**src/ccm_defs.vh**
```
// Constants for the compare, count and multiply-accumulate datapath
`ifndef CCM_DEFS_VH
`define CCM_DEFS_VH
// Operation codes on i_op
`define CCM_OP_NONE     4'h0
`define CCM_OP_COMPARE_LONG_OP     4'h1
`define CCM_OP_COMPARE_AUX_OP     4'h2
`define CCM_OP_CSB      4'h3
`define CCM_OP_DEC      4'h4
`define CCM_OP_DISABLE_INT_OP     4'h5
`define CCM_OP_DUAL_MAC_OP     4'h6
// Aux compare variants
`define CCM_COMPARE_AUX_OP_EQ     2'h0
`define CCM_COMPARE_AUX_OP_GT     2'h1
`define CCM_COMPARE_AUX_OP_LT     2'h2
`define CCM_COMPARE_AUX_OP_NE     2'h3
// Saturation limits
`define CCM_SAT_POS     32'h7FFFFFFF
`define CCM_SAT_NEG     32'h80000000
// Reset values
`define CCM_RST_ACC     32'h00000000
`define CCM_RST_P       32'h00000000
`define CCM_RST_T       16'h0000
`define CCM_RST_OVC     6'h00
// Interrupt disable takes two cycles
`define CCM_DISABLE_INT_OP_CYC    2'h2
`endif

```
**src/ccm_datapath.v**
```verilog
// Execution datapath for compare, sign count, decrement, interrupt disable and dual MAC
// Functional notes
// - Long compare forms accumulator minus shifted product; flags only, registers untouched.
// - Long compare negative flag is sign of exact wide difference.
// - Long compare zero flag set when difference is zero.
// - Compare and decrement: carry cleared on borrow, set otherwise.
// - Product shift: positive left with zero fill, negative arithmetic right.
// - Non-repeatable ops clear the repeat counter and execute once.
// - Aux compare uses aux reg zero and pointer-selected aux reg, unmodified.
// - Aux compare sets test flag per variant: eq, gt, lt, ne.
// - Three-bit aux pointer selects one of eight aux registers.
// - Sign count writes leading identical bits minus one to temporary register.
// - After sign count: N from bit 31, Z if zero, test flag from sign.
// - Decrement subtracts one from 16-bit operand and writes it back.
// - Decrement sets N from bit 15, Z if zero, V only on overflow.
// - Interrupt disable sets global mask, two cycles, no effect on NMI.
// - Dual MAC adds high product to accumulator, low product to product register.
// - Dual MAC flags and overflow counter come from accumulator operation only.
// - Second dual MAC operand fetched via ext aux reg seven, optional post-increment.
// - First operand's change to ext aux reg seven wins over second.
// - Saturation off: overflow counter up on positive, down on negative overflow.
// - Saturation on: overflowing accumulator clamps to max positive or negative.
`timescale 1ns/1ps
`include "ccm_defs.vh"

module ccm_datapath (
  input  wire        i_clk,
  input  wire        i_rst,
  input  wire        i_ce,
  input  wire        i_valid,
  input  wire [3:0]  i_op,
  input  wire [1:0]  i_compare_aux_op_var,
  input  wire        i_repeat_active,
  input  wire [2:0]  i_product_shift_field,
  input  wire        i_saturate_mode,
  input  wire [2:0]  i_aux_pointer_field,
  input  wire [127:0] i_aux_regs,
  input  wire [15:0] i_mem16,
  input  wire [31:0] i_op1_32,
  input  wire [31:0] i_op2_32,
  input  wire [21:0] i_ext_aux_reg_seven,
  input  wire        i_op1_mod_ext_aux_reg_seven,
  input  wire [21:0] i_op1_ext_aux_reg_seven_new,
  input  wire        i_op2_postinc,
  input  wire        i_c_in,
  input  wire        i_v_in,
  output reg  [31:0] o_accumulator_reg,
  output reg  [31:0] o_product_reg,
  output reg  [15:0] o_temp_reg,
  output reg  [5:0]  o_ovc,
  output reg         o_flag_n,
  output reg         o_flag_z,
  output reg         o_flag_c,
  output reg         o_flag_v,
  output reg         o_test_condition_flag,
  output reg         o_global_int_mask,
  output reg         o_clear_repeat_counter,
  output reg  [15:0] o_mem_wdata,
  output reg         o_mem_we,
  output reg  [21:0] o_ext_aux_reg_seven_addr,
  output reg         o_ext_aux_reg_seven_we,
  output reg  [21:0] o_ext_aux_reg_seven_new,
  output wire        o_busy
);

  // ==========================================================
  // Behaviour summary
  // Issue rules
  // - An op is taken on a rising edge with i_ce, i_valid and not busy
  // - Results, flags and pulses show right after the taking edge itself
  // - Only the disable op makes the block busy, for exactly one cycle
  // - An op offered while busy is dropped without any trace
  // - i_ce low freezes every register, the state machine included
  // Flag policy
  // - Long compare touches N, Z and C only
  // - Aux compare touches the test flag only
  // - Sign count touches N, Z, the test flag and the temporary register
  // - Decrement touches N, Z and C, and sets V only on overflow
  // - Dual MAC takes its flags from the accumulator half alone
  // - V is sticky here; only reset, or op none or an unused code with i_v_in low, clears it
  // - On op none, V is kept only while i_v_in is high
  // Repeat handling
  // - Every op but none and dual MAC pulses the repeat clear
  // - The pulse needs i_repeat_active in the taking cycle
  // - Dual MAC is repeatable, so it never asks for the clear
  // Product shift codes
  // - 0 shifts left by one, 1 passes through, 2 shifts left by four
  // - 3 to 7 shift right arithmetically by one to five
  // - The same shift feeds the compare and both MAC halves
  // Pointer update for the second MAC operand
  // - o_ext_aux_reg_seven_addr carries the pointer value before any update
  // - A first operand update beats the post-increment
  // - Post-increment steps by two words for the 32-bit fetch
  // Hazards and limits
  // - The caller keeps the first MAC operand out of register modes
  // - No trap is raised here if that is broken
  // - The overflow counter wraps silently at six bits
  // - The global mask is only ever set here; clearing lives elsewhere
  // - Aux compares are unsigned on the 16-bit register halves
  // - Memory write data stands for one cycle with its strobe
  // - Pointer write data stands for one cycle with its strobe
  // Timing
  // - The long compare sign comes from a signed 33-bit subtract, the borrow from a separate unsigned one
  // - Products are 16 by 16 signed, giving 32-bit results
  // - Saturation clamps only the accumulator, never the product half
  // - The sign count is a priority chain on the accumulator bits
  // - Flags and results commit together on the same edge

  // ==========================================================
  // State machine for two-cycle interrupt disable
  localparam ST_IDLE = 2'b01;
  localparam ST_DISABLE_INT_OP = 2'b10;
  reg [1:0] state;
  reg [1:0] next_state;

  // ==========================================================
  // Product shifter: 0 left one, 1 none, 2 left four, 3..7 arithmetic right 1..5
  function [31:0] pshift;
    input [31:0] v;
    input [2:0]  pm;
    begin
      case (pm)
        3'h0:    pshift = v << 1;
        3'h1:    pshift = v;
        3'h2:    pshift = v << 4;
        default: pshift = $signed(v) >>> (pm - 3'h2);
      endcase
    end
  endfunction

  // Leading identical bit count minus one
  function [4:0] sign_count;
    input [31:0] v;
    integer k;
    reg          stop;
    begin
      sign_count = 5'h00;
      stop = 1'b0;
      for (k = 30; k >= 0; k = k - 1) begin
        if (!stop && (v[k] == v[31]))
          sign_count = sign_count + 5'h01;
        else
          stop = 1'b1;
      end
    end
  endfunction

  // ==========================================================
  // Combinational results
  wire [31:0] p_sh    = pshift(o_product_reg, i_product_shift_field);
  wire [32:0] cmp_dif = {o_accumulator_reg[31], o_accumulator_reg} - {p_sh[31], p_sh};
  wire [32:0] cmp_uns = {1'b0, o_accumulator_reg} - {1'b0, p_sh};

  wire [15:0] aux0   = i_aux_regs[15:0];
  wire [15:0] aux_sel = i_aux_regs[i_aux_pointer_field*16 +: 16];

  wire [15:0] dec_res = i_mem16 - 16'h0001;

  wire signed [31:0] prod_hi = $signed(i_op1_32[31:16]) * $signed(i_op2_32[31:16]);
  wire signed [31:0] prod_lo = $signed(i_op1_32[15:0]) * $signed(i_op2_32[15:0]);
  wire [31:0] hi_sh = pshift(prod_hi, i_product_shift_field);
  wire [31:0] lo_sh = pshift(prod_lo, i_product_shift_field);
  wire [32:0] mac_sum = {1'b0, o_accumulator_reg} + {1'b0, hi_sh};
  wire        mac_pov = !o_accumulator_reg[31] && !hi_sh[31] && mac_sum[31];
  wire        mac_nov = o_accumulator_reg[31] && hi_sh[31] && !mac_sum[31];

  reg         compare_aux_op_true;
  always @* begin
    case (i_compare_aux_op_var)
      `CCM_COMPARE_AUX_OP_EQ: compare_aux_op_true = (aux0 == aux_sel);
      `CCM_COMPARE_AUX_OP_GT: compare_aux_op_true = (aux0 > aux_sel);
      `CCM_COMPARE_AUX_OP_LT: compare_aux_op_true = (aux0 < aux_sel);
      default:      compare_aux_op_true = (aux0 != aux_sel);
    endcase
  end

  // State transitions
  always @* begin
    case (state)
      ST_IDLE: next_state = (i_valid && i_op == `CCM_OP_DISABLE_INT_OP) ? ST_DISABLE_INT_OP : ST_IDLE;
      ST_DISABLE_INT_OP: next_state = ST_IDLE;
      default: next_state = ST_IDLE;
    endcase
  end
  assign o_busy = (state == ST_DISABLE_INT_OP);

  wire go = i_ce && i_valid && (state == ST_IDLE);

  // ==========================================================
  // all results and flags commit on one edge
  always @(posedge i_clk or posedge i_rst) begin
    if (i_rst) begin
      state                  <= ST_IDLE;
      o_accumulator_reg      <= `CCM_RST_ACC;
      o_product_reg          <= `CCM_RST_P;
      o_temp_reg             <= `CCM_RST_T;
      o_ovc                  <= `CCM_RST_OVC;
      o_flag_n               <= 1'b0;
      o_flag_z               <= 1'b0;
      o_flag_c               <= 1'b0;
      o_flag_v               <= 1'b0;
      o_test_condition_flag  <= 1'b0;
      o_global_int_mask      <= 1'b1;
      o_clear_repeat_counter <= 1'b0;
      o_mem_wdata            <= 16'h0000;
      o_mem_we               <= 1'b0;
      o_ext_aux_reg_seven_addr            <= 22'h000000;
      o_ext_aux_reg_seven_we              <= 1'b0;
      o_ext_aux_reg_seven_new             <= 22'h000000;
    end else if (i_ce) begin
      state                  <= next_state;
      o_mem_we               <= 1'b0;
      o_ext_aux_reg_seven_we              <= 1'b0;
      o_clear_repeat_counter <= 1'b0;
      if (go) begin
        if (i_repeat_active && i_op != `CCM_OP_DUAL_MAC_OP && i_op != `CCM_OP_NONE)
          o_clear_repeat_counter <= 1'b1;
        case (i_op)
          `CCM_OP_COMPARE_LONG_OP: begin
            o_flag_n <= cmp_dif[32];
            o_flag_z <= (cmp_dif[31:0] == 32'h00000000);
            o_flag_c <= !cmp_uns[32];
          end
          `CCM_OP_COMPARE_AUX_OP: begin
            o_test_condition_flag <= compare_aux_op_true;
          end
          `CCM_OP_CSB: begin
            o_temp_reg            <= {11'h000, sign_count(o_accumulator_reg)};
            o_flag_n              <= o_accumulator_reg[31];
            o_flag_z              <= (o_accumulator_reg == 32'h00000000);
            o_test_condition_flag <= o_accumulator_reg[31];
          end
          `CCM_OP_DEC: begin
            o_mem_wdata <= dec_res;
            o_mem_we    <= 1'b1;
            o_flag_n    <= dec_res[15];
            o_flag_z    <= (dec_res == 16'h0000);
            o_flag_c    <= (i_mem16 != 16'h0000);
            if (i_mem16 == 16'h8000)
              o_flag_v <= 1'b1;
          end
          `CCM_OP_DISABLE_INT_OP: begin
            o_global_int_mask <= 1'b1;
          end
          `CCM_OP_DUAL_MAC_OP: begin
            o_product_reg <= o_product_reg + lo_sh;
            o_flag_c      <= mac_sum[32];
            if (mac_pov || mac_nov)
              o_flag_v <= 1'b1;
            if (i_saturate_mode && mac_pov) begin
              o_accumulator_reg <= `CCM_SAT_POS;
              o_flag_n          <= 1'b0;
              o_flag_z          <= 1'b0;
            end else if (i_saturate_mode && mac_nov) begin
              o_accumulator_reg <= `CCM_SAT_NEG;
              o_flag_n          <= 1'b1;
              o_flag_z          <= 1'b0;
            end else begin
              o_accumulator_reg <= mac_sum[31:0];
              o_flag_n          <= mac_sum[31];
              o_flag_z          <= (mac_sum[31:0] == 32'h00000000);
            end
            if (!i_saturate_mode && mac_pov)
              o_ovc <= o_ovc + 6'h01;
            else if (!i_saturate_mode && mac_nov)
              o_ovc <= o_ovc - 6'h01;
            o_ext_aux_reg_seven_addr <= i_ext_aux_reg_seven;
            if (i_op1_mod_ext_aux_reg_seven) begin
              o_ext_aux_reg_seven_we  <= 1'b1;
              o_ext_aux_reg_seven_new <= i_op1_ext_aux_reg_seven_new;
            end else if (i_op2_postinc) begin
              o_ext_aux_reg_seven_we  <= 1'b1;
              o_ext_aux_reg_seven_new <= i_ext_aux_reg_seven + 22'h000002;
            end
          end
          default: begin
            o_flag_v <= i_v_in & o_flag_v;
          end
        endcase
      end
    end
  end

endmodule // ccm_datapath

```
**config.mk**
```make
export PLATFORM = sky130hd
export DESIGN_NAME = ccm_datapath
export DESIGN_NICKNAME = d
export VERILOG_FILES = /design/src/ccm_datapath.v
export VERILOG_INCLUDE_DIRS = /design/src
export SDC_FILE = /design/constraint.sdc
export NUM_CORES = 2
export LEC_CHECK = 0
export BUFFER_PORTS_ARGS = -buffer_cell sky130_fd_sc_hd__buf_2
export CAP_MARGIN = 25
export CORE_MARGIN = 2
export CORE_UTILIZATION = 32
export CTS_BUF_LIST = sky130_fd_sc_hd__clkbuf_8 sky130_fd_sc_hd__clkbuf_16
export CTS_CLUSTER_SIZE = 8
export DETAILED_ROUTE_END_ITERATION = 10
export PLACE_DENSITY = 0.57
export SKIP_LAST_GASP = 1
export SYNTH_ARGS = -nofsm -noshare
export SYNTH_HDL_FRONTEND = slang
export SYNTH_SLANG_ARGS = --single-unit
```
**constraint.sdc**
```tcl
create_clock -name i_clk -period 13 [get_ports i_clk]
set_clock_uncertainty 0.15 [all_clocks]
set_input_delay 2.6 -clock i_clk [delete_from_list [all_inputs] [get_ports i_clk]]
set_output_delay 2.6 -clock i_clk [all_outputs]
set_load 0.005 [all_outputs]
```
==> results.md <==
| Item | Reported | Unit |
| --- | --- | --- |
| Clock latency on the worst-skew pair | 510 | ps |
| Max Fanout on Critical Path | 5 | - |
| Inst Count DP | 6996 | - |
| Critical Path Slowest Stage Cell | sky130_fd_sc_hd__dfrtp_2 | - |
| Max cap viols | 0 | - |
| Global-route wire length before repair | 205 | mm |
| Cells taking the most area after synthesis | sky130_fd_sc_hd__fa_1, sky130_fd_sc_hd__ha_1, sky130_fd_sc_hd__dfrtp_1, sky130_fd_sc_hd__nand2_1, sky130_fd_sc_hd__inv_1 | - |
| Post-route DRC | 0 | - |
| Synth area leader | sky130_fd_sc_hd__fa_1 | - |
| Finish-stage setup viols | 0 | - |
| Longest individual stage delay on the worst path | 460 | ps |
| Share of async-settable or async-resettable flops after synthesis | 100 | % |
| Type of origin of the critical path | flip-flop | - |
| Class of the tightest hold or removal check | reg2reg | - |
| Synth top area share | 26.1 | % |
| Antenna Violating Nets Remaining | 0 | - |
| Highest Clock Rate | 0.0817 | GHz |
| Routed WL | 130 | mm |
| Synthesis-stage register bit count | 145 | - |
| Required time reported for the critical path endpoint | 13240 | ps |
| Sequential fraction of the synthesis area | 8.95 | % |
| Total GRT Usage | 20.1 | % |
| Depth of the worst hold-timing path | 2 | - |
| Post-route design area | 0.0462 | mm² |
| Relative slew slack | 24.9 | % |
| Actual transition at the worst max-transition pin | 1120 | ps |
| Crit share post-route | 94.2 | % |
| Final HPWL DP | 106 | mm |
| Placement-stage cell area | 0.0453 | mm² |
| Time the worst path needs with I/O delays and setup | 12240 | ps |
| Full die area | 0.130 | mm² |
| Post-synth cell types | 103 | - |
| Placer congestion estimate | 0.945 | - |
| Classification of the worst setup path | reg2reg | - |
| TritonCTS clock tree | done | - |
| Placeable core region | 0.126 | mm² |
| Result of the run | finished clean | - |
| Number of core rows | 130 | - |
| Via count of the first global-routing pass | 36226 | - |
| Root buffer cell | sky130_fd_sc_hd__clkbuf_16 | - |
| Main flop type after synthesis | sky130_fd_sc_hd__dfrtp_1 | - |
| Fraction of final layout cells sized beyond drive strength 1 | 15.8 | % |
| CP Capture Type | flip-flop | - |
| Total number of clock tree sinks | 145 | - |
| Post-detailed-route wirelength per cell | 18.4 | µm |
| Effective utilization at floorplan | 32.3 | % |
| Count of flip-flops with a built-in enable after synthesis | 0 | - |
| Final non-filler cell total | 7046 | - |
| Number of max-slew violations in the final report | 0 | - |
| Depth of the worst register-to-register path | 63 | - |
| Per-instance average area after synthesis | 8.16 | µm² |
| Synthesis-to-layout area growth | 13.8 | % |
| Final core utilization | 36.7 | % |
| CTS H-tree lvls | 4 | - |
| Reg-to-reg startpoint | o_accumulator_reg[31] | - |
| Number of antenna violations at the first check in global routing | 4 | - |
| Maximum number of pins on one net before global-route repair | 85 | - |
| Clock Tree Buf Depth | 2 | - |
| Min-Delay Startpoint | o_ext_aux_reg_seven_new[18] | - |
| CP dominant cell by count | sky130_fd_sc_hd__ha_1 | - |
| I/O Buffers | 416 | - |
| Count of yosys warnings during synthesis | 0 | - |
| Detailed Route Iter0 Violations | 2490 | - |
| End point of the worst hold path | o_ext_aux_reg_seven_new[18] | - |
| Cell count after synthesis | 4971 | - |
| Drt first pass iters | 5 | - |
| Mapped cell area | 0.0406 | mm² |
| Fin. Hold Viols | 0 | - |
| Fin nets | 6495 | - |
| Worst path arrival time | 12490 | ps |
| Launching instance or port of the critical path | o_accumulator_reg[31] | - |
| Detailed-route via count | 36399 | - |
| Top-level I/O count | 430 | - |
| Number of buffers created by CTS | 17 | - |
| Die W | 360 | µm |
| Via count normalized by instance count | 5.17 | - |
| Crit Reg-Reg Endpoint | o_temp_reg[4] | - |
| Register-to-Register Setup Slack | 760 | ps |
| Total gr overflow | 0 | - |
| Clock input transition at the sequential cells of the worst setup and hold paths | 80 | ps |
| Die extent in y | 360 | µm |
| Fill cell count | 13140 | - |
| Final-layout setup total negative slack | 0 | ps |
| RSZ-0062 raised after global routing | no | - |
[metal layers]
layer,vias up,GRT usage (%),part of all wire (%)
met4,0,7.17,3.4
met5,-,0,0
met2,1100,33.0,47
met1,17732,26.1,43
li1,17415,-,-
met3,152,4.13,6.9
[cells in the mapped netlist (12+ instances only)]
library cell,count
sky130_fd_sc_hd__a21o_1,68
sky130_fd_sc_hd__buf_4,12
sky130_fd_sc_hd__nor3_1,68
sky130_fd_sc_hd__or4_1,12
sky130_fd_sc_hd__o211ai_1,27
sky130_fd_sc_hd__nor2_1,268
sky130_fd_sc_hd__nand3_1,83
sky130_fd_sc_hd__fa_1,528
sky130_fd_sc_hd__nand4_1,26
sky130_fd_sc_hd__nor2b_1,49
sky130_fd_sc_hd__a31oi_1,36
sky130_fd_sc_hd__xor2_1,76
sky130_fd_sc_hd__ha_1,312
sky130_fd_sc_hd__a211o_1,13
sky130_fd_sc_hd__xnor2_1,140
sky130_fd_sc_hd__o311ai_0,19
sky130_fd_sc_hd__nor4_1,13
sky130_fd_sc_hd__a211oi_1,46
sky130_fd_sc_hd__dfrtp_1,144
sky130_fd_sc_hd__o22ai_1,18
sky130_fd_sc_hd__o21bai_1,20
sky130_fd_sc_hd__a21boi_0,18
sky130_fd_sc_hd__nand2_1,693
sky130_fd_sc_hd__o21ai_0,288
sky130_fd_sc_hd__buf_1,24
sky130_fd_sc_hd__or3_1,23
sky130_fd_sc_hd__or2_2,12
sky130_fd_sc_hd__a21oi_1,306
sky130_fd_sc_hd__mux2i_1,89
sky130_fd_sc_hd__clkbuf_1,204
sky130_fd_sc_hd__inv_1,645
sky130_fd_sc_hd__and3_1,30
sky130_fd_sc_hd__o31ai_1,21
sky130_fd_sc_hd__o21a_1,30
sky130_fd_sc_hd__and2_1,225
sky130_fd_sc_hd__nand2b_1,72
sky130_fd_sc_hd__mux2_2,57
sky130_fd_sc_hd__mux4_2,53
[timing repair]
item | CTS | global route
endpoints found under the setup margin | 0 | 5
resized for setup | 0 | 28
hold buffers | 0 | 0
buffers inserted | 0 | 12
[critical path: cells and delay by family (launching register included)]
| family | cells | cell delay [ps] |
|---|---|---|
| buf+inv | 3 | 260 |
| flops | 1 | 460 |
| xor+xnor | 1 | 300 |
| mux | 6 | 1170 |
| fa+ha+maj | 16 | 4250 |
| simple gates | 18 | 2060 |
| compound gates | 19 | 3480 |
[final cells by class]
type / count / area [µm²] / area share (%)
multi-input cells: 3941 / 33700 / 73.1
repair buffers: 628 / 3730 / 8.07
flip-flops and latches: 145 / 3630 / 7.86
inverters: 648 / 2440 / 5.28
well taps: 1650 / 2060 / 4.47
clock buffers: 17 / 425 / 0.921
clock inverters: 15 / 153 / 0.331
diodes: 2 / 5.00 / 0.0108
[layout by cell type (no fill, tap or decap), types with 11 or more instances in the layout]
cell	n
sky130_fd_sc_hd__a211o_1	13
sky130_fd_sc_hd__a211oi_1	45
sky130_fd_sc_hd__a21boi_0	15
sky130_fd_sc_hd__a21o_1	68
sky130_fd_sc_hd__a21oi_1	304
sky130_fd_sc_hd__a31o_2	11
sky130_fd_sc_hd__a31oi_1	34
sky130_fd_sc_hd__and2_1	225
sky130_fd_sc_hd__and3_1	30
sky130_fd_sc_hd__buf_2	413
sky130_fd_sc_hd__buf_4	209
sky130_fd_sc_hd__clkbuf_16	17
sky130_fd_sc_hd__conb_1	12
sky130_fd_sc_hd__dfrtp_1	143
sky130_fd_sc_hd__fa_1	528
sky130_fd_sc_hd__ha_1	306
sky130_fd_sc_hd__inv_1	643
sky130_fd_sc_hd__mux2_2	57
sky130_fd_sc_hd__mux2i_1	89
sky130_fd_sc_hd__mux4_2	53
sky130_fd_sc_hd__nand2_1	692
sky130_fd_sc_hd__nand2b_1	72
sky130_fd_sc_hd__nand3_1	81
sky130_fd_sc_hd__nand4_1	26
sky130_fd_sc_hd__nor2_1	267
sky130_fd_sc_hd__nor2b_1	49
sky130_fd_sc_hd__nor3_1	68
sky130_fd_sc_hd__nor4_1	13
sky130_fd_sc_hd__o211ai_1	27
sky130_fd_sc_hd__o21a_1	30
sky130_fd_sc_hd__o21ai_0	283
sky130_fd_sc_hd__o21bai_1	19
sky130_fd_sc_hd__o22ai_1	18
sky130_fd_sc_hd__o311ai_0	19
sky130_fd_sc_hd__o31ai_1	20
sky130_fd_sc_hd__or2_2	12
sky130_fd_sc_hd__or3_1	23
sky130_fd_sc_hd__or4_1	12
sky130_fd_sc_hd__xnor2_1	139
sky130_fd_sc_hd__xor2_1	76
[worst max-delay path by stage]
stage	slack, ps	cells past startpoint	end
global route	10	63	o_temp_reg[4]
global placement	-140	48	o_ovc[5]
finish	760	63	o_temp_reg[4]
CTS	20	63	o_temp_reg[4]
floorplan	20	70	o_temp_reg[4]
detailed placement	-130	46	o_ovc[5]
[metrics by stage]
step	setup slack (ps)	hold slack, ps
after global placement	-135	305
after detailed placement	-133	317
after global routing	9.61	350
final	755	328
after floorplan	18.2	315
after CTS	19.3	332
[logic make-up (layout without fill, tap and decap cells)]
group / after synthesis / in the layout / share of synthesized area (%)
simple gates: 1621 / 1621 / 18.9
compound gates: 1037 / 1037 / 15.9
buf+inv: 895 / 1308 / 8.42
fa+ha+maj: 843 / 843 / 35.8
xor+xnor: 229 / 229 / 5.29
mux: 199 / 199 / 6.72
flops: 145 / 145 / 8.95
other cells: 2 / 14 / 0.0185
Power is not shown: default switching activity piles up to over one toggle a cycle in this logic, so the estimate is an artifact.
